**src/logic/guard_pkg.sv**
```systemverilog
// Shared constants and types for the guard timer block.
// Assumes a single 25 MHz system clock and an 8-bit processor data space.
package guard_pkg;

  localparam int CLK_HZ = 25_000_000;
  localparam int OSC_HZ = 128_000;
  localparam int TICK_DIV = CLK_HZ / OSC_HZ;

  localparam logic [7:0] CAUSE_OFS = 8'h54;
  localparam logic [7:0] CTRL_OFS = 8'h60;
  localparam logic [7:0] IO_BIAS = 8'h20;
  localparam logic [7:0] EXT_IO_BASE = 8'h60;
  localparam logic [7:0] CAUSE_RST = 8'h00;
  localparam logic [7:0] CTRL_RST = 8'h00;
  localparam logic [7:0] UNMAPPED_READ = 8'h00;

  localparam int SCAN_BIT = 4;
  localparam int GUARD_BIT = 3;
  localparam int UV_BIT = 2;
  localparam int PIN_BIT = 1;
  localparam int PU_BIT = 0;

  localparam int IRQF_BIT = 7;
  localparam int IRQE_BIT = 6;
  localparam int SEL3_BIT = 5;
  localparam int UNLOCK_BIT = 4;
  localparam int RME_BIT = 3;

  localparam logic [2:0] UNLOCK_CYCLES = 3'h4;
  localparam int BASE_TICKS = 2048;
  localparam logic [3:0] SEL_MAX = 4'h9;
  localparam int CNT_W = 21;

  typedef enum logic [1:0] {
    LOCK_IDLE = 2'b01,
    LOCK_OPEN = 2'b10
  } lock_state_t;

endpackage

```
**src/logic/guard_osc_div.sv**
```systemverilog
// Divider that stands in for the separate watchdog oscillator.
// Assumes the system clock runs continuously, also in every sleep mode.
`timescale 1ns/1ps
module guard_osc_div import guard_pkg::*; #(
  parameter int DIV = TICK_DIV
) (
  input wire logic i_clk,
  input wire logic i_nrst,
  output logic o_tick
);

  logic [15:0] count;

  // One enable pulse per oscillator period; never gated by sleep.
  always_ff @(posedge i_clk) begin
    if (!i_nrst) begin
      count <= 16'h0000;
      o_tick <= 1'b0;
    end else if (count == 16'(DIV - 1)) begin
      count <= 16'h0000;
      o_tick <= 1'b1;
    end else begin
      count <= count + 16'h0001;
      o_tick <= 1'b0;
    end
  end

endmodule

```
**src/logic/guard_timeout_cnt.sv**
```systemverilog
// Oscillator-tick counter with a selectable time-out.
// Assumes i_tick is a one-cycle enable and i_restart a one-cycle pulse.
`timescale 1ns/1ps
module guard_timeout_cnt import guard_pkg::*; #(
  parameter int BASE = BASE_TICKS
) (
  input wire logic i_clk,
  input wire logic i_nrst,
  input wire logic i_tick,
  input wire logic i_restart,
  input wire logic i_run,
  input wire logic [3:0] i_sel,
  output logic o_timeout
);

  logic [CNT_W-1:0] count;
  logic [3:0] sel_eff;
  logic [CNT_W-1:0] limit;

  // Reserved codes fall back to the longest period.
  assign sel_eff = (i_sel > SEL_MAX) ? SEL_MAX : i_sel;
  assign limit = CNT_W'(BASE) << sel_eff;

  always_ff @(posedge i_clk) begin
    if (!i_nrst) begin
      count <= '0;
      o_timeout <= 1'b0;
    end else if (i_restart || !i_run) begin
      count <= '0;
      o_timeout <= 1'b0;
    end else if (i_tick && count >= limit - CNT_W'(1)) begin
      count <= '0;
      o_timeout <= 1'b1;
    end else begin
      count <= i_tick ? count + CNT_W'(1) : count;
      o_timeout <= 1'b0;
    end
  end

  restart_clear_a: assert property (
    @(posedge i_clk) disable iff (!i_nrst)
    i_restart |=> (count == '0) && !o_timeout)
    else $error("counter not cleared by restart");

endmodule

```
**src/logic/guard_timer_top.sv**
```systemverilog
// Guard timer with reset-cause flags, reached over the processor data space.
// Assumes the core drives one access per cycle and the reset controller
// reports each reset source as a level synchronous to I_REF_CLK.
//
// Contract
// Count oscillator cycles; at the selected time-out give interrupt or reset.
// Software restarts in time; a restart clears the count to zero.
// Interrupt mode raises a request on time-out that can wake the core.
// Reset mode asserts a system reset on time-out, not an interrupt.
// Combined mode: first time-out interrupts, a later one resets.
// Once enabled, counter and oscillator run in every sleep mode.
// Always-on fuse forces reset mode; enables read 1 and 0, unwritable.
// Unlock write sets change_unlock and reset_mode_enable together.
// Within four cycles one write sets new mode and period; else refused.
// Time-out period selectable from 16 ms to 8 s.
// Software restarts the counter before shortening the period.
// After a watchdog reset the watchdog stays enabled.
// Startup software clears guard_reset_flag, then reset_mode_enable.
// scan_reset_flag set by scan reset; cleared by power-up or zero write.
// guard_reset_flag set by watchdog reset; cleared by power-up or zero.
// undervolt_reset_flag set by brown-out; cleared by power-up or zero.
// pin_reset_flag set by pin reset; cleared by power-up or zero write.
// powerup_reset_flag set on power-up; cleared only by a zero write.
// timeout_irq_flag set on interrupt time-out; cleared by vector or one.
// Interrupt delivered only with global enable, irq enable and flag set.
// Cause register at data offset 0x54, short I/O address 0x34.
// Hardware clears change_unlock four cycles after it was set.
// While guard_reset_flag is set, reset_mode_enable is forced to one.
// Code 0 gives 2048 cycles, doubling up to code 9; 10-15 reserved.
// Combined mode: the vector clears irq enable and flag in hardware.
// Events between restart, configuration and time-out are never lost.
`timescale 1ns/1ps
module guard_timer_top import guard_pkg::*; #(
  parameter int TICK_CYCLES = TICK_DIV,
  parameter int BASE_COUNT = BASE_TICKS
) (
  input wire logic I_REF_CLK,
  input wire logic I_NRST,
  input wire logic [7:0] I_ADDR,
  input wire logic I_IO_SPACE,
  input wire logic I_WR,
  input wire logic I_RD,
  input wire logic [7:0] I_WDATA,
  input wire logic I_RESTART,
  input wire logic I_IRQ_ACK,
  input wire logic I_GLOBAL_IRQ_EN,
  input wire logic I_ALWAYS_ON_FUSE,
  input wire logic I_POWERUP_RST,
  input wire logic I_PIN_RST,
  input wire logic I_UNDERVOLT_RST,
  input wire logic I_SCAN_RST,
  output logic [7:0] O_RDATA,
  output logic O_IRQ,
  output logic O_SYS_RST
);

  // Short I/O form reaches only registers below the extended I/O space.
  function automatic logic hits(input logic [7:0] addr, input logic io,
                                input logic [7:0] ofs);
    if (io) begin
      hits = (ofs < EXT_IO_BASE) && (addr == 8'(ofs - IO_BIAS));
    end else begin
      hits = (addr == ofs);
    end
  endfunction

  logic tick;
  logic timeout;
  logic [4:0] cause;
  logic irq_flag;
  logic irq_en;
  logic rst_en;
  logic [3:0] sel;
  lock_state_t lock_state;
  logic [2:0] unlock_cnt;
  logic unlock_open;
  logic wr_cause;
  logic wr_ctrl;
  logic rd_cause;
  logic rd_ctrl;
  logic rst_eff;
  logic irq_eff;
  logic do_irq;
  logic do_rst;
  logic unlock_req;
  logic [7:0] ctrl_view;

  guard_osc_div #(
    .DIV(TICK_CYCLES)
  ) u_div (
    .i_clk(I_REF_CLK),
    .i_nrst(I_NRST),
    .o_tick(tick)
  );

  // Everything runs on I_REF_CLK, so restarts and writes meet the
  // counter in the same domain and no event can be dropped.
  guard_timeout_cnt #(
    .BASE(BASE_COUNT)
  ) u_cnt (
    .i_clk(I_REF_CLK),
    .i_nrst(I_NRST),
    .i_tick(tick),
    .i_restart(I_RESTART),
    .i_run(rst_eff || irq_eff),
    .i_sel(sel),
    .o_timeout(timeout)
  );

  assign wr_cause = I_WR && hits(I_ADDR, I_IO_SPACE, CAUSE_OFS);
  assign rd_cause = I_RD && hits(I_ADDR, I_IO_SPACE, CAUSE_OFS);
  assign wr_ctrl = I_WR && hits(I_ADDR, I_IO_SPACE, CTRL_OFS);
  assign rd_ctrl = I_RD && hits(I_ADDR, I_IO_SPACE, CTRL_OFS);

  assign unlock_open = (lock_state == LOCK_OPEN);
  assign unlock_req = wr_ctrl && I_WDATA[UNLOCK_BIT] && I_WDATA[RME_BIT];

  // Fuse and a pending watchdog reset flag both pin the reset enable.
  assign rst_eff = I_ALWAYS_ON_FUSE || cause[GUARD_BIT] || rst_en;
  assign irq_eff = !I_ALWAYS_ON_FUSE && irq_en;

  // In combined mode an unserviced flag turns the next time-out into a reset.
  assign do_irq = timeout && irq_eff && !(rst_eff && irq_flag);
  assign do_rst = timeout && rst_eff && !do_irq;

  assign ctrl_view = {irq_flag, irq_eff, sel[3], unlock_open, rst_eff,
                      sel[2:0]};

  // Unlock window: open for four cycles after the unlock write, or until a control write closes it; a repeated unlock write restarts the four cycles.
  always_ff @(posedge I_REF_CLK) begin
    if (!I_NRST) begin
      lock_state <= LOCK_IDLE;
      unlock_cnt <= 3'h0;
    end else begin
      case (lock_state)
        LOCK_IDLE: begin
          if (unlock_req) begin
            lock_state <= LOCK_OPEN;
            unlock_cnt <= UNLOCK_CYCLES;
          end
        end
        LOCK_OPEN: begin
          if (unlock_req) begin
            unlock_cnt <= UNLOCK_CYCLES;
          end else if (wr_ctrl || unlock_cnt == 3'h1) begin
            lock_state <= LOCK_IDLE;
            unlock_cnt <= 3'h0;
          end else begin
            unlock_cnt <= unlock_cnt - 3'h1;
          end
        end
        default: begin
          lock_state <= LOCK_IDLE;
          unlock_cnt <= 3'h0;
        end
      endcase
    end
  end

  // Mode and period: clearing the reset enable or changing the period is
  // accepted only inside the open window; setting the enable always is.
  always_ff @(posedge I_REF_CLK) begin
    if (!I_NRST) begin
      rst_en <= CTRL_RST[RME_BIT];
      irq_en <= CTRL_RST[IRQE_BIT];
      sel <= {CTRL_RST[SEL3_BIT], CTRL_RST[2:0]};
    end else begin
      if (wr_ctrl) begin
        irq_en <= I_WDATA[IRQE_BIT];
        if (unlock_open && !I_WDATA[UNLOCK_BIT]) begin
          rst_en <= I_WDATA[RME_BIT];
          sel <= {I_WDATA[SEL3_BIT], I_WDATA[2:0]};
        end else begin
          rst_en <= rst_en || I_WDATA[RME_BIT];
        end
      end else if (I_IRQ_ACK && rst_eff) begin
        irq_en <= 1'b0;
      end
      // The flag pins the enable, so clearing the flag alone never stops
      // the timer; a timed sequence is still needed after it.
      if (cause[GUARD_BIT]) begin
        rst_en <= 1'b1;
      end
    end
  end

  // Interrupt flag: a time-out set wins over a vector or write-one clear.
  always_ff @(posedge I_REF_CLK) begin
    if (!I_NRST) begin
      irq_flag <= CTRL_RST[IRQF_BIT];
    end else if (do_irq) begin
      irq_flag <= 1'b1;
    end else if (I_IRQ_ACK || (wr_ctrl && I_WDATA[IRQF_BIT])) begin
      irq_flag <= 1'b0;
    end
  end

  // Request is level while all three conditions hold; sleep does not mask it.
  always_ff @(posedge I_REF_CLK) begin
    if (!I_NRST) begin
      O_IRQ <= 1'b0;
      O_SYS_RST <= 1'b0;
    end else begin
      O_IRQ <= irq_flag && irq_eff && I_GLOBAL_IRQ_EN;
      O_SYS_RST <= do_rst;
    end
  end

  // Cause flags survive every reset but power-up; I_NRST leaves them alone.
  // A zero write clears a flag, a one write leaves it, and a source that
  // is active in the same cycle wins.
  always_ff @(posedge I_REF_CLK) begin
    if (I_POWERUP_RST) begin
      cause <= 5'(CAUSE_RST) | (5'h01 << PU_BIT);
    end else begin
      cause[PU_BIT] <= cause[PU_BIT] && !(wr_cause && !I_WDATA[PU_BIT]);
      cause[PIN_BIT] <= I_PIN_RST ||
        (cause[PIN_BIT] && !(wr_cause && !I_WDATA[PIN_BIT]));
      cause[UV_BIT] <= I_UNDERVOLT_RST ||
        (cause[UV_BIT] && !(wr_cause && !I_WDATA[UV_BIT]));
      cause[GUARD_BIT] <= do_rst ||
        (cause[GUARD_BIT] && !(wr_cause && !I_WDATA[GUARD_BIT]));
      cause[SCAN_BIT] <= I_SCAN_RST ||
        (cause[SCAN_BIT] && !(wr_cause && !I_WDATA[SCAN_BIT]));
    end
  end

  // Read data is captured on the read and stands until the next read.
  always_ff @(posedge I_REF_CLK) begin
    if (!I_NRST) begin
      O_RDATA <= UNMAPPED_READ;
    end else if (rd_cause) begin
      O_RDATA <= {3'h0, cause};
    end else if (rd_ctrl) begin
      O_RDATA <= ctrl_view;
    end else if (I_RD) begin
      O_RDATA <= UNMAPPED_READ;
    end
  end

  unlock_close_a: assert property (
    @(posedge I_REF_CLK) disable iff (!I_NRST)
    (unlock_open && unlock_cnt == 3'h1 && !I_WR) |=> !unlock_open)
    else $error("unlock window stayed open too long");

  unlock_span_a: assert property (
    @(posedge I_REF_CLK) disable iff (!I_NRST)
    (unlock_req && !unlock_open) ##1 (!I_WR)[*3] |=> unlock_open)
    else $error("unlock window closed early");

  clear_refused_a: assert property (
    @(posedge I_REF_CLK) disable iff (!I_NRST)
    (wr_ctrl && !unlock_open && rst_en) |=> rst_en)
    else $error("reset enable cleared without unlock");

  fuse_reset_a: assert property (
    @(posedge I_REF_CLK) disable iff (!I_NRST)
    (I_ALWAYS_ON_FUSE && timeout) |=> O_SYS_RST && !O_IRQ)
    else $error("fuse time-out did not reset");

  guard_flag_a: assert property (
    @(posedge I_REF_CLK) disable iff (!I_NRST || I_POWERUP_RST)
    O_SYS_RST |-> cause[GUARD_BIT])
    else $error("watchdog reset did not set its flag");

  combined_first_a: assert property (
    @(posedge I_REF_CLK) disable iff (!I_NRST)
    (timeout && rst_eff && irq_eff && !irq_flag) |=> irq_flag && !O_SYS_RST)
    else $error("combined mode first time-out wrong");

  irq_gate_a: assert property (
    @(posedge I_REF_CLK) disable iff (!I_NRST)
    ##1 O_IRQ == $past(irq_flag && irq_eff && I_GLOBAL_IRQ_EN))
    else $error("interrupt output does not follow its gate");

  vector_clear_a: assert property (
    @(posedge I_REF_CLK) disable iff (!I_NRST)
    (I_IRQ_ACK && rst_eff && !do_irq && !wr_ctrl) |=> !irq_flag && !irq_en)
    else $error("vector did not clear flag and enable");

  powerup_flag_a: assert property (
    @(posedge I_REF_CLK)
    I_POWERUP_RST |=> cause == 5'h01)
    else $error("power-up flags wrong");

  reset_mode_a: assert property (
    @(posedge I_REF_CLK) disable iff (!I_NRST)
    (timeout && rst_eff && !irq_eff) |=> O_SYS_RST)
    else $error("reset mode time-out did not reset");

  irq_mode_a: assert property (
    @(posedge I_REF_CLK) disable iff (!I_NRST)
    (timeout && irq_eff && !rst_eff) |=> irq_flag && !O_SYS_RST)
    else $error("interrupt mode time-out wrong");

  guard_force_a: assert property (
    @(posedge I_REF_CLK) disable iff (!I_NRST)
    cause[GUARD_BIT] |=> rst_en)
    else $error("reset enable not held by reset flag");

  period_keep_a: assert property (
    @(posedge I_REF_CLK) disable iff (!I_NRST)
    (wr_ctrl && !unlock_open) |=> $stable(sel))
    else $error("period changed without unlock");

  unlock_arm_a: assert property (
    @(posedge I_REF_CLK) disable iff (!I_NRST)
    (unlock_req && !unlock_open) |=>
      unlock_open && unlock_cnt == UNLOCK_CYCLES)
    else $error("unlock window not armed");

endmodule

```
**config.mk**
```make
export PLATFORM = sky130hd
export DESIGN_NAME = guard_timer_top
export DESIGN_NICKNAME = d
export VERILOG_FILES = /design/src/logic/guard_pkg.sv /design/src/logic/guard_osc_div.sv /design/src/logic/guard_timeout_cnt.sv /design/src/logic/guard_timer_top.sv
export SDC_FILE = /design/constraint.sdc
export NUM_CORES = 1
export LEC_CHECK = 0
export ABC_CLOCK_PERIOD_IN_PS = 3150
export BUFFER_PORTS_ARGS = -buffer_cell sky130_fd_sc_hd__buf_4
export CORE_MARGIN = 3
export CORE_UTILIZATION = 25
export CTS_BUF_LIST = sky130_fd_sc_hd__clkbuf_8
export DETAILED_ROUTE_END_ITERATION = 8
export GPL_ROUTABILITY_DRIVEN = 0
export MAX_ROUTING_LAYER = met4
export SETUP_SLACK_MARGIN = 0.15
export SKIP_LAST_GASP = 1
export SLEW_MARGIN = 25
export SYNTH_ARGS = -nofsm -noshare
export SYNTH_HDL_FRONTEND = slang
export SYNTH_HIERARCHICAL = 1
export SYNTH_SLANG_ARGS = --single-unit
```
**constraint.sdc**
```tcl
create_clock -name I_REF_CLK -period 3.15 [get_ports I_REF_CLK]
set_input_delay 0.315 -clock I_REF_CLK [delete_from_list [all_inputs] [get_ports I_REF_CLK]]
set_output_delay 0.315 -clock I_REF_CLK [all_outputs]
set_load 0.05 [all_outputs]
```
# Yosys cells after proc, flatten, opt, wreduce, memory -nomap -nowiden
# Cells that the tools add are included.
# classes
n_bitwise	1
eq_ne	10
shifts	1
n_mux	23
add_sub_neg	4
n_reduce_logical	64
n_lt_le_gt_ge	2
# op_table
cell	count
logical AND 1 bit	28
adder 21 x 1 -> 21 bit (second input constant)	1
>= comparator 21 bit	1
left shift 12 x 4 -> 21 bit (first input constant)	1
subtractor 21 x 1 -> 21 bit (second input constant)	1
adder 16 x 1 -> 16 bit (second input constant)	1
equality test 16 x 8 -> 1 bit (second input constant)	1
equality test 8 x 7 -> 1 bit (second input constant)	2
two-way mux 8 bit	2
zero test 1 bit	14
logical OR 1 bit	11
two-way mux 1 bit	11
two-way mux 3 bit	3
equality test 8 x 6 -> 1 bit (second input constant)	1
nonzero test 2 bit	4
two-way mux 2 bit	3
one-hot mux 3 bit (2 select lines)	1
OR reduction 2 bit	3
two-way mux 5 bit	1
greater-than comparator 4 bit (second input constant)	1
two-way mux 4 bit	1
!= test 2 bit (second input constant)	2
one-hot mux 2 bit (2 select lines)	1
equality test 3 x 1 -> 1 bit (second input constant)	1
9 further kinds	9
# word_totals
out_inout_bits	10
ff_bits	66
in_bits	29
elab_cells	120

# Depth between registers and ports, before layout
# Gate-level depths: netlist (run 1).
# depth
depth_word	8
depth_mapped	13
ltp_nobuf	12

# Cells and area by module
# Netlist (run 1), hierarchy kept.
# modules_own_cells
module	n_inst	seq_area_each_um2	area_each_um2	cells_each
guard_timeout_cnt	1	440.4	1373.8	150
guard_timer_top	1	540.5	1367.6	154
guard_osc_div	1	340.3	803.3	84

# Worst setup path after synthesis (run 1)
# OpenSTA, ideal clock, no wires.
# synth_timing
path_type	register to register
start	reg sel[1]
end	reg u_cnt.count[3]
setup_time_ps	115
required_time_ps	3035
arrival_ps	2297
stages_incl_launch_ff	13
period_less_slack_ps	2412
setup_slack_ps	738
n_path_buf	1
path_cell_list	dfxtp_1 > or2_2 > nand2b_1 > ha_1 > nor3_1 > a21o_1 > a32oi_1 > ha_1 > and4_1 > o211ai_1 > o21ai_2 > buf_6 > nor2_2
# synth_between
elab_chain_len	7
# synth_rtl
element	line	rtl
start, declared	guard_timer_top.sv:73	logic [3:0] sel;
start signal, assigned	guard_timer_top.sv:166	sel <= {CTRL_RST[SEL3_BIT], CTRL_RST[2:0]};
start signal, assigned	guard_timer_top.sv:172	sel <= {I_WDATA[SEL3_BIT], I_WDATA[2:0]};
greater-than comparator 4 bit	guard_timeout_cnt.sv:21	assign sel_eff = (i_sel > SEL_MAX) ? SEL_MAX : i_sel;
two-way mux 4 bit *	guard_timeout_cnt.sv:21	
left shift 12 x 4 -> 21 bit *	guard_timeout_cnt.sv:22	assign limit = CNT_W'(BASE) << sel_eff;
subtractor 21 x 1 -> 21 bit *	guard_timeout_cnt.sv:31	end else if (i_tick && count >= limit - CNT_W'(1)) begin
>= comparator 21 bit *	guard_timeout_cnt.sv:31	
logical AND 1 bit *	guard_timeout_cnt.sv:31	
OR reduction 3 bit (no source line) *	n/a	
end signal, assigned	guard_timeout_cnt.sv:35	count <= i_tick ? count + CNT_W'(1) : count;
end, declared	guard_timeout_cnt.sv:16	logic [CNT_W-1:0] count;
# Every way passes the cells marked *; elsewhere a longest branch is shown, timed or not.
# A chain may end at the register's enable or synchronous reset.

# Worst setup path in the final report (run 1)
# layout_timing
start	reg sel[1]
end	reg u_cnt.count[13]
# The elaborated chain is that of the path after synthesis.

==> results of run 1 <==
-- power by group through the flow --
stage	clock, W	sequential [W]	combinational [W]
4_1_cts	0.000622	0.000848	0.0000821
3_3_place_gp	0	0.000866	0.0000796
3_5_place_dp	0	0.000867	0.0000818
2_1_floorplan	0	0.000865	0.0000392
5_1_grt	0.000648	0.000848	0.0000900
6_report	0.000600	0.000848	0.0000818
-- sequential cells by signal, summed over array words and instances, names as in the netlist --
name	cells
u_cnt/count	21
u_div/count	16
O_RDATA	8
cause	5
sel	4
unlock_cnt	3
lock_state	2
O_IRQ	1
O_SYS_RST	1
irq_en	1
irq_flag	1
rst_en	1
u_cnt/o_timeout	1
u_div/o_tick	1
-- worst paths after layout --
| check | cells after the start | endpoint | from | slack [ns] |
|---|---|---|---|---|
| max | 12 | u_cnt/count[13]$_SDFFE_PP0P_ | sel[1]$_SDFFE_PN0P_ | 0.39 |
| min | 2 | cause[4]$_SDFF_PP0_ | I_POWERUP_RST | 0.18 |
| max reg2reg | 12 | u_cnt/count[13]$_SDFFE_PP0P_ | sel[1]$_SDFFE_PN0P_ | 0.39 |
| min reg2reg | 2 | unlock_cnt[1]$_SDFFE_PN0P_ | unlock_cnt[1]$_SDFFE_PN0P_ | 0.46 |
-- through the flow --
stage / utilization (%) / setup slack [ns] / hold WS (ns) / cell area [um^2] / power, W
after floorplan: - / 0.7381 / 0.3841 / 3545 / 0.0009045
after global placement: 29.42 / 0.4885 / 0.4551 / 3989 / 0.0009459
after detailed placement: 29.42 / 0.4194 / 0.4531 / 3989 / 0.0009486
after CTS: 30.59 / 0.4063 / 0.1603 / 4148 / 0.001551
after global routing: 30.59 / 0.1783 / 0.1680 / 4148 / 0.001586
final: 30.59 / 0.3940 / 0.1774 / 4148 / 0.001530
-- per-layer routing --
metal	vias up	part of all wire (%)	routed length, um	GRT usage, %
met2	59	46	3657	16.74
met1	1343	47	3721	12.46
met3	9	4.9	389	2.900
met4	0	1.6	127	4.018
li1	1437	-	-	-
met5	-	0	0	-
-- cell type report --
type                            count  area (um^2)
Clock buffer                       10        137.6
Clock inverter                      4        21.27
Fill cell                        1417         9410
Inverter                           18        67.56
Multi-Input combinational cell    294         2087
Sequential cell                    66         1321
Tap cell                          176        220.2
Timing Repair Buffer               39        292.8
-- logic make-up after synthesis --
group	after synthesis	synth area share [%]
AND/OR/NAND/NOR	172	31.24
flip-flops	66	37.28
AO/OA/AOI/OAI	62	10.80
XOR/XNOR	35	8.648
buffers and inverters	28	3.847
adder cells (fa/ha/maj)	18	6.354
multiplexers	6	1.730
other	1	0.1058
-- synthesized netlist by cell type, types with 7 or more instances --
master | number | area (um^2)
sky130_fd_sc_hd__xor2_1 | 18 | 157.7
sky130_fd_sc_hd__nor2b_1 | 9 | 56.30
sky130_fd_sc_hd__nand3_1 | 18 | 90.09
sky130_fd_sc_hd__o21ai_0 | 15 | 75.07
sky130_fd_sc_hd__nand2_1 | 22 | 82.58
sky130_fd_sc_hd__dfxtp_1 | 66 | 1321
sky130_fd_sc_hd__ha_1 | 18 | 225.2
sky130_fd_sc_hd__xnor2_1 | 17 | 148.9
sky130_fd_sc_hd__inv_1 | 18 | 67.56
sky130_fd_sc_hd__nor2_2 | 23 | 143.9
sky130_fd_sc_hd__nand3b_1 | 7 | 52.55
sky130_fd_sc_hd__a21oi_1 | 26 | 130.1
sky130_fd_sc_hd__nor2_1 | 37 | 138.9
sky130_fd_sc_hd__nor3_1 | 7 | 35.03
sky130_fd_sc_hd__nand4_1 | 9 | 56.30
-- critical path, cell delays in order, from the launching register on --
cell,delay [ns]
sky130_fd_sc_hd__dfxtp_1,0.37
sky130_fd_sc_hd__or2_2,0.34
sky130_fd_sc_hd__nand2b_1,0.17
sky130_fd_sc_hd__ha_1,0.25
sky130_fd_sc_hd__nor3_1,0.17
sky130_fd_sc_hd__a21o_1,0.11
sky130_fd_sc_hd__a32oi_1,0.10
sky130_fd_sc_hd__ha_1,0.28
sky130_fd_sc_hd__and4_1,0.18
sky130_fd_sc_hd__o211ai_1,0.12
sky130_fd_sc_hd__o21ai_2,0.13
sky130_fd_sc_hd__buf_4,0.33
sky130_fd_sc_hd__nor2_1,0.08
-- cells in the final DEF, fill, tap and decap left out, types with 5 or more instances in the layout --
cell                       Yosys  routed
sky130_fd_sc_hd__dfxtp_1      66      66
sky130_fd_sc_hd__buf_4         2      39
sky130_fd_sc_hd__nor2_1       37      37
sky130_fd_sc_hd__a21oi_1      26      26
sky130_fd_sc_hd__nor2_2       23      23
sky130_fd_sc_hd__nand2_1      22      22
sky130_fd_sc_hd__inv_1        18      19
sky130_fd_sc_hd__nand3_1      18      18
sky130_fd_sc_hd__ha_1         18      18
sky130_fd_sc_hd__xor2_1       18      18
sky130_fd_sc_hd__xnor2_1      17      17
sky130_fd_sc_hd__o21ai_0      15      15
sky130_fd_sc_hd__clkbuf_8      0      10
sky130_fd_sc_hd__nor2b_1       9       9
sky130_fd_sc_hd__nand4_1       9       9
sky130_fd_sc_hd__nand3b_1      7       7
sky130_fd_sc_hd__nor3_1        7       7
sky130_fd_sc_hd__nor4_1        5       5
sky130_fd_sc_hd__mux2i_1       5       5
==> impl_metrics.prom, run 1 <==
# TYPE chip_impl_metric gauge
chip_impl_metric{name="global_route.usage.total",unit="%"} 10.43
chip_impl_metric{name="crit_path_max_fanout",unit=""} 21
chip_impl_metric{name="dp_cell_count",unit=""} 593
chip_impl_info{name="root_buffer",value="sky130_fd_sc_hd__clkbuf_8"} 1
chip_impl_metric{name="dpl.hpwl",unit="mm"} 5.811
chip_impl_info{name="synth-main-ff-cell",value="sky130_fd_sc_hd__dfxtp_1"} 1
chip_impl_info{name="hold_path_class",value="primary input to register"} 1
chip_impl_metric{name="seq_power_share",unit="%"} 55.4
chip_impl_metric{name="ir_worst_vdd",unit="mV"} 0.1682
chip_impl_metric{name="yosysUniqueCellTypes",unit=""} 62
chip_impl_metric{name="cellInternalPower",unit="W"} 0.001169
chip_impl_metric{name="final_hold_viol_count",unit=""} 0
chip_impl_metric{name="p_leak",unit="nW"} 1.520
chip_impl_metric{name="crit_arrival",unit="ns"} 2.97
chip_impl_metric{name="p_comb_share",unit="%"} 5.3
chip_impl_metric{name="timing.clock.skew",unit="ns"} 0.006088
chip_impl_metric{name="first_global_vias",unit=""} 2825
chip_impl_metric{name="htreeDepth",unit=""} 3
chip_impl_metric{name="final_antenna_net_count",unit=""} 0
chip_impl_metric{name="cts_buffers",unit=""} 9
chip_impl_info{name="setup.worst_path.start_class",value="register"} 1
chip_impl_metric{name="cts.clk_slew.worst_paths",unit="ns"} 0.07
chip_impl_metric{name="sw_share",unit="%"} 23.58
chip_impl_metric{name="post_cts_resized",unit=""} 0
chip_impl_metric{name="report.final.slew_viol_count",unit=""} 0
chip_impl_info{name="status",value="finished clean"} 1
chip_impl_metric{name="power_frac_clock",unit="%"} 39.2
chip_impl_metric{name="post-cts-setup-buffer-count",unit=""} 0
chip_impl_metric{name="grt_antenna_before_repair",unit=""} 0
chip_impl_metric{name="vias_per_cell",unit=""} 4.692
chip_impl_metric{name="post-route-drc-count",unit=""} 0
chip_impl_metric{name="floorplan.core_area",unit="um^2"} 13560
chip_impl_metric{name="die_w",unit="um"} 125.1
chip_impl_metric{name="synth_fp_nets",unit=""} 435
chip_impl_metric{name="final_nets",unit=""} 475
chip_impl_metric{name="synth_async_sr_flop_share",unit="%"} 0
chip_impl_metric{name="timing.max_cap.violations",unit=""} 0
chip_impl_metric{name="layout_worst_path_cycle_share",unit="%"} 87.49
chip_impl_metric{name="synth_enable_flop_cells",unit=""} 0
chip_impl_metric{name="dieArea",unit="um^2"} 15640
chip_impl_metric{name="dieHeight",unit="um"} 125.1
chip_impl_metric{name="synthToLayoutAreaGrowth",unit="%"} 17.01
chip_impl_metric{name="first_pass_grt_wire_length",unit="mm"} 13.26
chip_impl_metric{name="ys_seq_elements",unit=""} 66
chip_impl_metric{name="clockBufferDepth",unit=""} 2
chip_impl_info{name="critical_path_class",value="register to register"} 1
chip_impl_metric{name="port_buffers",unit=""} 38
chip_impl_metric{name="clock_insertion_delay_worst_skew",unit="ns"} 0.34
chip_impl_metric{name="wirelength",unit="mm"} 7.897
chip_impl_info{name="cts_tree",value="yes"} 1
chip_impl_metric{name="drt-wirelength-per-cell",unit="um"} 13.01
chip_impl_metric{name="max_slew_margin",unit="%"} 43.04
chip_impl_metric{name="synthCells",unit=""} 388
chip_impl_metric{name="ys_seq_area_share",unit="%"} 37.27
chip_impl_info{name="critical_path_sink_type",value="register"} 1
chip_impl_metric{name="tightest_slew",unit="ns"} 0.8466
chip_impl_metric{name="final_tns_setup",unit="ns"} 0
chip_impl_metric{name="p_per_area",unit="nW/um^2"} 368.8
chip_impl_metric{name="fmaxAchievable",unit="MHz"} 362.9
chip_impl_metric{name="instances_no_fill",unit=""} 607
chip_impl_metric{name="drt-pass1-iter-count",unit=""} 4
chip_impl_metric{name="post_synth_instance_area",unit="um^2"} 3545
chip_impl_metric{name="clock_sink_count",unit=""} 66
chip_impl_metric{name="power.switching",unit="W"} 0.0003607
chip_impl_metric{name="layout-drive-gt1-share",unit="%"} 22.97
chip_impl_metric{name="route.vias.total",unit=""} 2848
chip_impl_metric{name="n_diodes",unit=""} 0
chip_impl_metric{name="start_util",unit="%"} 26.14
chip_impl_metric{name="yosysWarningCount",unit=""} 6
chip_impl_metric{name="cp_required",unit="ns"} 3.37
chip_impl_metric{name="num_rows",unit=""} 42
chip_impl_metric{name="initialDrtViolationCount",unit=""} 185
chip_impl_metric{name="num_io_pins",unit=""} 39
chip_impl_metric{name="post_synth.cell_area_avg",unit="um^2"} 9.136
chip_impl_metric{name="min_period",unit="ns"} 2.756
chip_impl_metric{name="cts_stage_hold_buffer_count",unit=""} 0
chip_impl_metric{name="maximum_number_of_pins_on_one_net_before_global_route_repair",unit=""} 22
chip_impl_metric{name="global_route.overflow_total",unit=""} 0
chip_impl_metric{name="setup_violations",unit=""} 0
chip_impl_info{name="grt_setup_unrepaired",value="false"} 1
Power figures use the tool's default switching activity.
==> run 2, diff against run 1 <==
--- a/config.mk
+++ b/config.mk
@@ -12,7 +12,6 @@
 export CTS_BUF_LIST = sky130_fd_sc_hd__clkbuf_8
 export DETAILED_ROUTE_END_ITERATION = 8
 export GPL_ROUTABILITY_DRIVEN = 0
-export MAX_ROUTING_LAYER = met4
 export SETUP_SLACK_MARGIN = 0.15
 export SKIP_LAST_GASP = 1
 export SLEW_MARGIN = 25
==> run 2 against run 1 <==
Effect of this change:
- maximum frequency is essentially flat
- via count shrank 0.39%
- clock skew rose by 0.0010 ns
- non-clock buffer count unchanged
- sequential share of layout area stayed put
==> impl_metrics.prom, run 2 (synthesis results as in run 1) <==
# TYPE chip_impl_metric gauge
chip_impl_info{name="status",value="finished clean"} 1
chip_impl_metric{name="n_diodes",unit=""} 0
chip_impl_metric{name="first_pass_grt_wire_length",unit="mm"} 13.28
chip_impl_metric{name="tightest_slew",unit="ns"} 0.8487
chip_impl_metric{name="layout-drive-gt1-share",unit="%"} 22.97
chip_impl_metric{name="die_w",unit="um"} 125.1
chip_impl_metric{name="synthToLayoutAreaGrowth",unit="%"} 17.01
chip_impl_metric{name="p_comb_share",unit="%"} 5.3
chip_impl_metric{name="fillers",unit=""} 1417
chip_impl_metric{name="setup_slack_of_the_worst_register_to_register_path",unit="ns"} 0.40
chip_impl_metric{name="post-route-drc-count",unit=""} 0
chip_impl_info{name="critical_path.reg2reg.startpoint",value="sel[1]$_SDFFE_PN0P_"} 1
chip_impl_metric{name="cts_buffers",unit=""} 9
chip_impl_metric{name="final_antenna_net_count",unit=""} 0
chip_impl_info{name="path_delay_family",value="simple AND/OR/NAND/NOR gates"} 1
chip_impl_metric{name="hold_ws",unit="ns"} 0.1757
chip_impl_metric{name="seq_area",unit="um^2"} 1321
chip_impl_metric{name="ir_worst_vdd",unit="mV"} 0.1677
chip_impl_metric{name="timing.clock.skew",unit="ns"} 0.007129
chip_impl_metric{name="fmaxAchievable",unit="MHz"} 363.0
chip_impl_metric{name="route.vias.total",unit=""} 2837
chip_impl_info{name="final_common_cell",value="sky130_fd_sc_hd__dfxtp_1"} 1
chip_impl_metric{name="p_leak",unit="nW"} 1.520
chip_impl_metric{name="cts_stage_hold_buffer_count",unit=""} 0
chip_impl_metric{name="cp_required",unit="ns"} 3.37
chip_impl_metric{name="power_frac_clock",unit="%"} 39.2
chip_impl_info{name="cts_tree",value="yes"} 1
chip_impl_metric{name="final_hold_viol_count",unit=""} 0
chip_impl_info{name="startpoint",value="sel[1]$_SDFFE_PN0P_"} 1
chip_impl_info{name="max_flop_register",value="u_cnt/count"} 1
chip_impl_info{name="crit_slowest_cell",value="sky130_fd_sc_hd__dfxtp_1"} 1
chip_impl_metric{name="num_rows",unit=""} 42
chip_impl_metric{name="final_tns_setup",unit="ns"} 0
chip_impl_metric{name="final_nets",unit=""} 475
chip_impl_metric{name="seq_power_share",unit="%"} 55.4
chip_impl_metric{name="grt_antenna_before_repair",unit=""} 0
chip_impl_info{name="reg.largest.list",value="u_cnt/count x21, u_div/count x16, O_RDATA x8"} 1
chip_impl_info{name="layout_common_cells",value="sky130_fd_sc_hd__dfxtp_1, sky130_fd_sc_hd__buf_4, sky130_fd_sc_hd__nor2_1"} 1
chip_impl_metric{name="crit_path_max_incr_delay",unit="ns"} 0.37
chip_impl_info{name="hold_path_class",value="primary input to register"} 1
chip_impl_metric{name="largest_register_ffs",unit=""} 21
chip_impl_metric{name="cts.clk_slew.worst_paths",unit="ns"} 0.07
chip_impl_info{name="grt_setup_unrepaired",value="false"} 1
chip_impl_metric{name="cellInternalPower",unit="W"} 0.001169
chip_impl_metric{name="htreeDepth",unit=""} 3
chip_impl_metric{name="min_period",unit="ns"} 2.755
chip_impl_metric{name="first_global_vias",unit=""} 2822
chip_impl_info{name="setup.worst_path.start_class",value="register"} 1
chip_impl_metric{name="maximum_number_of_pins_on_one_net_before_global_route_repair",unit=""} 22
chip_impl_info{name="worst_setup_path_endpoint",value="u_cnt/count[13]$_SDFFE_PP0P_"} 1
chip_impl_metric{name="floorplan.core_area",unit="um^2"} 13560
chip_impl_metric{name="num_io_pins",unit=""} 39
chip_impl_info{name="critical_path_class",value="register to register"} 1
chip_impl_metric{name="crit_arrival",unit="ns"} 2.97
chip_impl_metric{name="multiInputGateArea",unit="um^2"} 2087
chip_impl_metric{name="timing.max_cap.violations",unit=""} 0
chip_impl_metric{name="max_slew_margin",unit="%"} 42.90
chip_impl_metric{name="global_route.overflow_total",unit=""} 0
chip_impl_metric{name="crit_cells",unit=""} 12
chip_impl_metric{name="dieHeight",unit="um"} 125.1
chip_impl_metric{name="post_cts_resized",unit=""} 0
chip_impl_metric{name="count_of_buffering_cells_on_the_critical_path_with_inverters_included",unit=""} 1
chip_impl_metric{name="setup_violations",unit=""} 0
chip_impl_metric{name="reg2regPathDepth",unit=""} 12
chip_impl_metric{name="clock_insertion_delay_worst_skew",unit="ns"} 0.34
chip_impl_metric{name="initialDrtViolationCount",unit=""} 189
chip_impl_info{name="root_buffer",value="sky130_fd_sc_hd__clkbuf_8"} 1
chip_impl_metric{name="clockBufferDepth",unit=""} 2
chip_impl_metric{name="drt-wirelength-per-cell",unit="um"} 12.96
chip_impl_metric{name="start_util",unit="%"} 26.14
chip_impl_metric{name="global_route.usage.total",unit="%"} 10.14
chip_impl_metric{name="port_buffers",unit=""} 38
chip_impl_info{name="critical_path_sink_type",value="register"} 1
chip_impl_metric{name="vias_per_cell",unit=""} 4.674
chip_impl_metric{name="layout_worst_path_cycle_share",unit="%"} 87.45
chip_impl_metric{name="report.final.slew_viol_count",unit=""} 0
chip_impl_metric{name="p_per_area",unit="nW/um^2"} 368.7
chip_impl_metric{name="power.switching",unit="W"} 0.0003602
chip_impl_metric{name="post-cts-setup-buffer-count",unit=""} 0
chip_impl_metric{name="crit_path_max_fanout",unit=""} 21
chip_impl_metric{name="wirelength",unit="mm"} 7.866
chip_impl_metric{name="clock_sink_count",unit=""} 66
chip_impl_info{name="rr_endpoint",value="u_cnt/count[13]$_SDFFE_PP0P_"} 1
chip_impl_info{name="worstPathCellList",value="or2_2, nand2b_1, ha_1, nor3_1, a21o_1, a32oi_1, ha_1, and4_1, o211ai_1, o21ai_2, buf_4, nor2_1"} 1
chip_impl_metric{name="sw_share",unit="%"} 23.55
chip_impl_metric{name="dpl.hpwl",unit="mm"} 5.811
chip_impl_metric{name="dieArea",unit="um^2"} 15640
chip_impl_metric{name="drt-pass1-iter-count",unit=""} 4
chip_impl_info{name="cpMostUsedCell",value="sky130_fd_sc_hd__ha_1"} 1
==> run 2: cell counts in the layout (fill, tap and decap cells not counted) <==
Identical to the previous run, type by type.
==> run 2: per-stage QoR <==
step,instance area [um^2],setup WS [ns],utilization (%),cells,total power [W]
6_report,4148,0.3955,30.59,607,0.001529
5_1_grt,4148,0.1783,30.59,607,0.001586
4_1_cts,4148,0.4063,30.59,607,0.001551
3_5_place_dp,3989,0.4194,29.42,593,0.0009486
3_3_place_gp,3989,0.4885,29.42,593,0.0009459
2_1_floorplan,3545,0.7381,-,388,0.0009045
==> run 2: layer usage <==
layer	vias to the layer above	part of all wire [%]	global-route usage [%]
met5	-	0	0
met4	0	1.7	4.018
met3	8	4.9	2.900
met2	56	46	16.74
met1	1333	47	12.49
li1	1440	-	-
==> run 2: worst min-delay path by stage <==
stage | start | end | slack [ns] | cells past startpoint
finish | I_POWERUP_RST | cause[4]$_SDFF_PP0_ | 0.18 | 2
global route | I_POWERUP_RST | cause[3]$_SDFF_PP0_ | 0.17 | 2
CTS | I_POWERUP_RST | cause[3]$_SDFF_PP0_ | 0.16 | 2
detailed placement | unlock_cnt[1]$_SDFFE_PN0P_ | unlock_cnt[1]$_SDFFE_PN0P_ | 0.45 | 2
global placement | unlock_cnt[1]$_SDFFE_PN0P_ | unlock_cnt[1]$_SDFFE_PN0P_ | 0.46 | 2
floorplan | I_POWERUP_RST | cause[1]$_SDFF_PP0_ | 0.38 | 1
==> run 2: layout make-up <==
cell class | instances | share of cell area (%)
multi-input cells | 294 | 50.32
well taps | 176 | 5.309
inverters | 18 | 1.629
clock inverters | 4 | 0.5128
flip-flops and latches | 66 | 31.86
repair buffers | 39 | 7.059
clock buffers | 10 | 3.318
==> run 2: power groups by stage <==
stage               logic [W]  registers, W  clock network (W)
detailed placement  0.0000818      0.000867                  0
global route        0.0000901      0.000848           0.000648
CTS                 0.0000821      0.000848           0.000622
global placement    0.0000796      0.000866                  0
finish              0.0000815      0.000848           0.000600
floorplan           0.0000392      0.000865                  0
==> run 3, diff against run 2 <==
==> constraint.sdc (replaced) <==
create_clock -name I_REF_CLK -period 3.15 [get_ports I_REF_CLK]
set_input_delay 0.945 -clock I_REF_CLK [delete_from_list [all_inputs] [get_ports I_REF_CLK]]
set_output_delay 0.945 -clock I_REF_CLK [all_outputs]
set_load 0.05 [all_outputs]
==> run 3 against run 2 <==
Effect of this change:
- setup slack lost 0.011 ns
- sequential power about the same
- largest power group unchanged
- cell count grew 0.49%
- worst hold slack better by 0.30 ns
- combinational power about the same
- die area is the same
- first-iteration DRC count increased by 29%
- clock power up 21%
- routed wire length is 1.8% lower
==> impl_metrics.prom, run 3 (synthesis results as in run 1) <==
# TYPE chip_impl_metric gauge
chip_impl_metric{name="synthToLayoutAreaGrowth",unit="%"} 18.46
chip_impl_info{name="rr_endpoint",value="u_cnt/count[13]$_SDFFE_PP0P_"} 1
chip_impl_metric{name="first_pass_grt_wire_length",unit="mm"} 13.34
chip_impl_metric{name="wirelength",unit="mm"} 7.721
chip_impl_info{name="root_buffer",value="sky130_fd_sc_hd__clkbuf_8"} 1
chip_impl_metric{name="drt-pass1-iter-count",unit=""} 4
chip_impl_metric{name="global_route.usage.total",unit="%"} 10.24
chip_impl_info{name="hold_path_class",value="register to register"} 1
chip_impl_metric{name="largest_register_ffs",unit=""} 21
chip_impl_info{name="cts_tree",value="yes"} 1
chip_impl_metric{name="ir_worst_vdd",unit="mV"} 0.1741
chip_impl_metric{name="layout_worst_path_cycle_share",unit="%"} 87.80
chip_impl_metric{name="p_leak",unit="nW"} 1.544
chip_impl_metric{name="setup_slack_of_the_worst_register_to_register_path",unit="ns"} 0.38
chip_impl_metric{name="cts.clk_slew.worst_paths",unit="ns"} 0.08
chip_impl_metric{name="maximum_number_of_pins_on_one_net_before_global_route_repair",unit=""} 22
chip_impl_info{name="grt_setup_unrepaired",value="false"} 1
chip_impl_metric{name="timing.clock.skew",unit="ns"} 0.008384
chip_impl_metric{name="tightest_slew",unit="ns"} 0.5913
chip_impl_metric{name="clock_sink_count",unit=""} 66
chip_impl_metric{name="dieArea",unit="um^2"} 15640
chip_impl_metric{name="dieHeight",unit="um"} 125.1
chip_impl_metric{name="vias_per_cell",unit=""} 4.698
chip_impl_metric{name="route.vias.total",unit=""} 2866
chip_impl_info{name="critical_path_sink_type",value="register"} 1
chip_impl_info{name="startpoint",value="sel[1]$_SDFFE_PN0P_"} 1
chip_impl_metric{name="grt_antenna_before_repair",unit=""} 0
chip_impl_metric{name="timing.max_cap.violations",unit=""} 0
chip_impl_info{name="status",value="finished clean"} 1
chip_impl_metric{name="p_per_area",unit="nW/um^2"} 393.4
chip_impl_metric{name="die_w",unit="um"} 125.1
chip_impl_metric{name="num_rows",unit=""} 42
chip_impl_info{name="critical_path_class",value="register to register"} 1
chip_impl_info{name="hp-start",value="unlock_cnt[1]$_SDFFE_PN0P_"} 1
chip_impl_metric{name="reg2regPathDepth",unit=""} 12
chip_impl_metric{name="clockBufferDepth",unit=""} 2
chip_impl_metric{name="crit_arrival",unit="ns"} 3.00
chip_impl_metric{name="start_util",unit="%"} 26.14
chip_impl_metric{name="num_io_pins",unit=""} 39
chip_impl_info{name="critical_path.reg2reg.startpoint",value="sel[1]$_SDFFE_PN0P_"} 1
chip_impl_metric{name="final_tns_setup",unit="ns"} 0
chip_impl_metric{name="initialDrtViolationCount",unit=""} 244
chip_impl_info{name="whs_endpoint",value="unlock_cnt[1]$_SDFFE_PN0P_"} 1
chip_impl_metric{name="fmaxAchievable",unit="MHz"} 361.6
chip_impl_metric{name="hold_depth",unit=""} 2
chip_impl_info{name="setup.worst_path.start_class",value="register"} 1
chip_impl_metric{name="dp_cell_count",unit=""} 594
chip_impl_metric{name="global_route.overflow_total",unit=""} 0
chip_impl_metric{name="post-cts-setup-buffer-count",unit=""} 0
chip_impl_metric{name="min_period",unit="ns"} 2.766
chip_impl_metric{name="dpl.hpwl",unit="mm"} 5.693
chip_impl_metric{name="layout-drive-gt1-share",unit="%"} 23.73
chip_impl_metric{name="n_diodes",unit=""} 0
chip_impl_metric{name="post_cts_resized",unit=""} 0
chip_impl_metric{name="report.final.slew_viol_count",unit=""} 0
chip_impl_metric{name="final_hold_viol_count",unit=""} 0
chip_impl_metric{name="htreeDepth",unit=""} 3
chip_impl_metric{name="clock_insertion_delay_worst_skew",unit="ns"} 0.34
chip_impl_metric{name="crit_path_max_fanout",unit=""} 21
chip_impl_metric{name="max_slew_margin",unit="%"} 59.56
chip_impl_info{name="reg.largest.list",value="u_cnt/count x21, u_div/count x16, O_RDATA x8"} 1
chip_impl_info{name="final_common_cell",value="sky130_fd_sc_hd__dfxtp_1"} 1
chip_impl_metric{name="post-route-drc-count",unit=""} 0
chip_impl_metric{name="first_global_vias",unit=""} 2837
chip_impl_metric{name="floorplan.core_area",unit="um^2"} 13560
chip_impl_metric{name="port_buffers",unit=""} 38
chip_impl_metric{name="cts_buffers",unit=""} 9
chip_impl_metric{name="setup_violations",unit=""} 0
chip_impl_metric{name="drt-wirelength-per-cell",unit="um"} 12.66
chip_impl_metric{name="instances_no_fill",unit=""} 610
chip_impl_metric{name="cts_stage_hold_buffer_count",unit=""} 0
chip_impl_metric{name="final_nets",unit=""} 476
chip_impl_info{name="max_flop_register",value="u_cnt/count"} 1
chip_impl_info{name="layout_common_cells",value="sky130_fd_sc_hd__dfxtp_1, sky130_fd_sc_hd__buf_4, sky130_fd_sc_hd__nor2_1"} 1
chip_impl_metric{name="final_core_occ",unit="%"} 30.97
chip_impl_metric{name="cp_required",unit="ns"} 3.38
chip_impl_metric{name="final_antenna_net_count",unit=""} 0
## run 3: changes by cell type in the layout (fill, tap and decap cells not counted), sizes merged
cell,before,now
clkinv,2,5
clkinvlp,1,0
buf,39,40
clkbuf,10,9
bufinv,0,1
## run 3: cell type report
type                    instances  area (um^2)
fillers                      1400         9359
clock inverters                 7        78.83
inverters                      18        67.56
multi-input cells             294         2087
repair buffers                 40        300.3
well taps                     176        220.2
flip-flops and latches         66         1321
clock buffers                   9        123.9
## run 3: how the worst max path moves through the flow
stage	to	slack, ns
floorplan	lock_state[1]$_SDFFE_PN0P_	0.59
global placement	lock_state[1]$_SDFFE_PN0P_	0.49
detailed placement	u_cnt/count[13]$_SDFFE_PP0P_	0.40
CTS	u_cnt/count[13]$_SDFFE_PP0P_	0.38
global route	u_cnt/count[13]$_SDFFE_PP0P_	0.16
finish	u_cnt/count[13]$_SDFFE_PP0P_	0.38
## run 3: worst max-delay path, stage by stage, from the launching register on
cell                       delay, ns
sky130_fd_sc_hd__dfxtp_1        0.37
sky130_fd_sc_hd__or2_2          0.33
sky130_fd_sc_hd__nand2b_1       0.17
sky130_fd_sc_hd__ha_1           0.25
sky130_fd_sc_hd__nor3_1         0.16
sky130_fd_sc_hd__a21o_1         0.11
sky130_fd_sc_hd__a32oi_1        0.11
sky130_fd_sc_hd__ha_1           0.30
sky130_fd_sc_hd__and4_1         0.18
sky130_fd_sc_hd__o211ai_1       0.12
sky130_fd_sc_hd__o21ai_2        0.13
sky130_fd_sc_hd__buf_4          0.33
sky130_fd_sc_hd__nor2_1         0.08
## run 3: metrics by stage
| stage | hold slack (ns) | total power, W | instance area, um^2 | setup slack, ns |
|---|---|---|---|---|
| final | 0.4740 | 0.001652 | 4199 | 0.3842 |
| after global routing | 0.5118 | 0.001731 | 4199 | 0.1602 |
| after CTS | 0.4798 | 0.001685 | 4199 | 0.3783 |
| after detailed placement | 0.4668 | 0.0009483 | 3996 | 0.3989 |
| after global placement | 0.4543 | 0.0009464 | 3996 | 0.4851 |
| after floorplan | 0.4409 | 0.0009045 | 3545 | 0.5923 |
## run 3: per-layer routing
metal | vias to the layer above | routed length (um) | global-route usage (%) | share of wire (%)
met5 | - | 0 | 0 | 0
met4 | 0 | 141 | 4.592 | 1.8
met3 | 9 | 392 | 2.644 | 5.1
met2 | 59 | 3602 | 16.74 | 47
met1 | 1348 | 3585 | 12.71 | 46
li1 | 1450 | - | - | -
## run 3: power breakdown
group          internal (W)  switching, W
logic             0.0000367     0.0000449
clock network      0.000372      0.000352
registers          0.000840    0.00000727
total               0.00125      0.000404
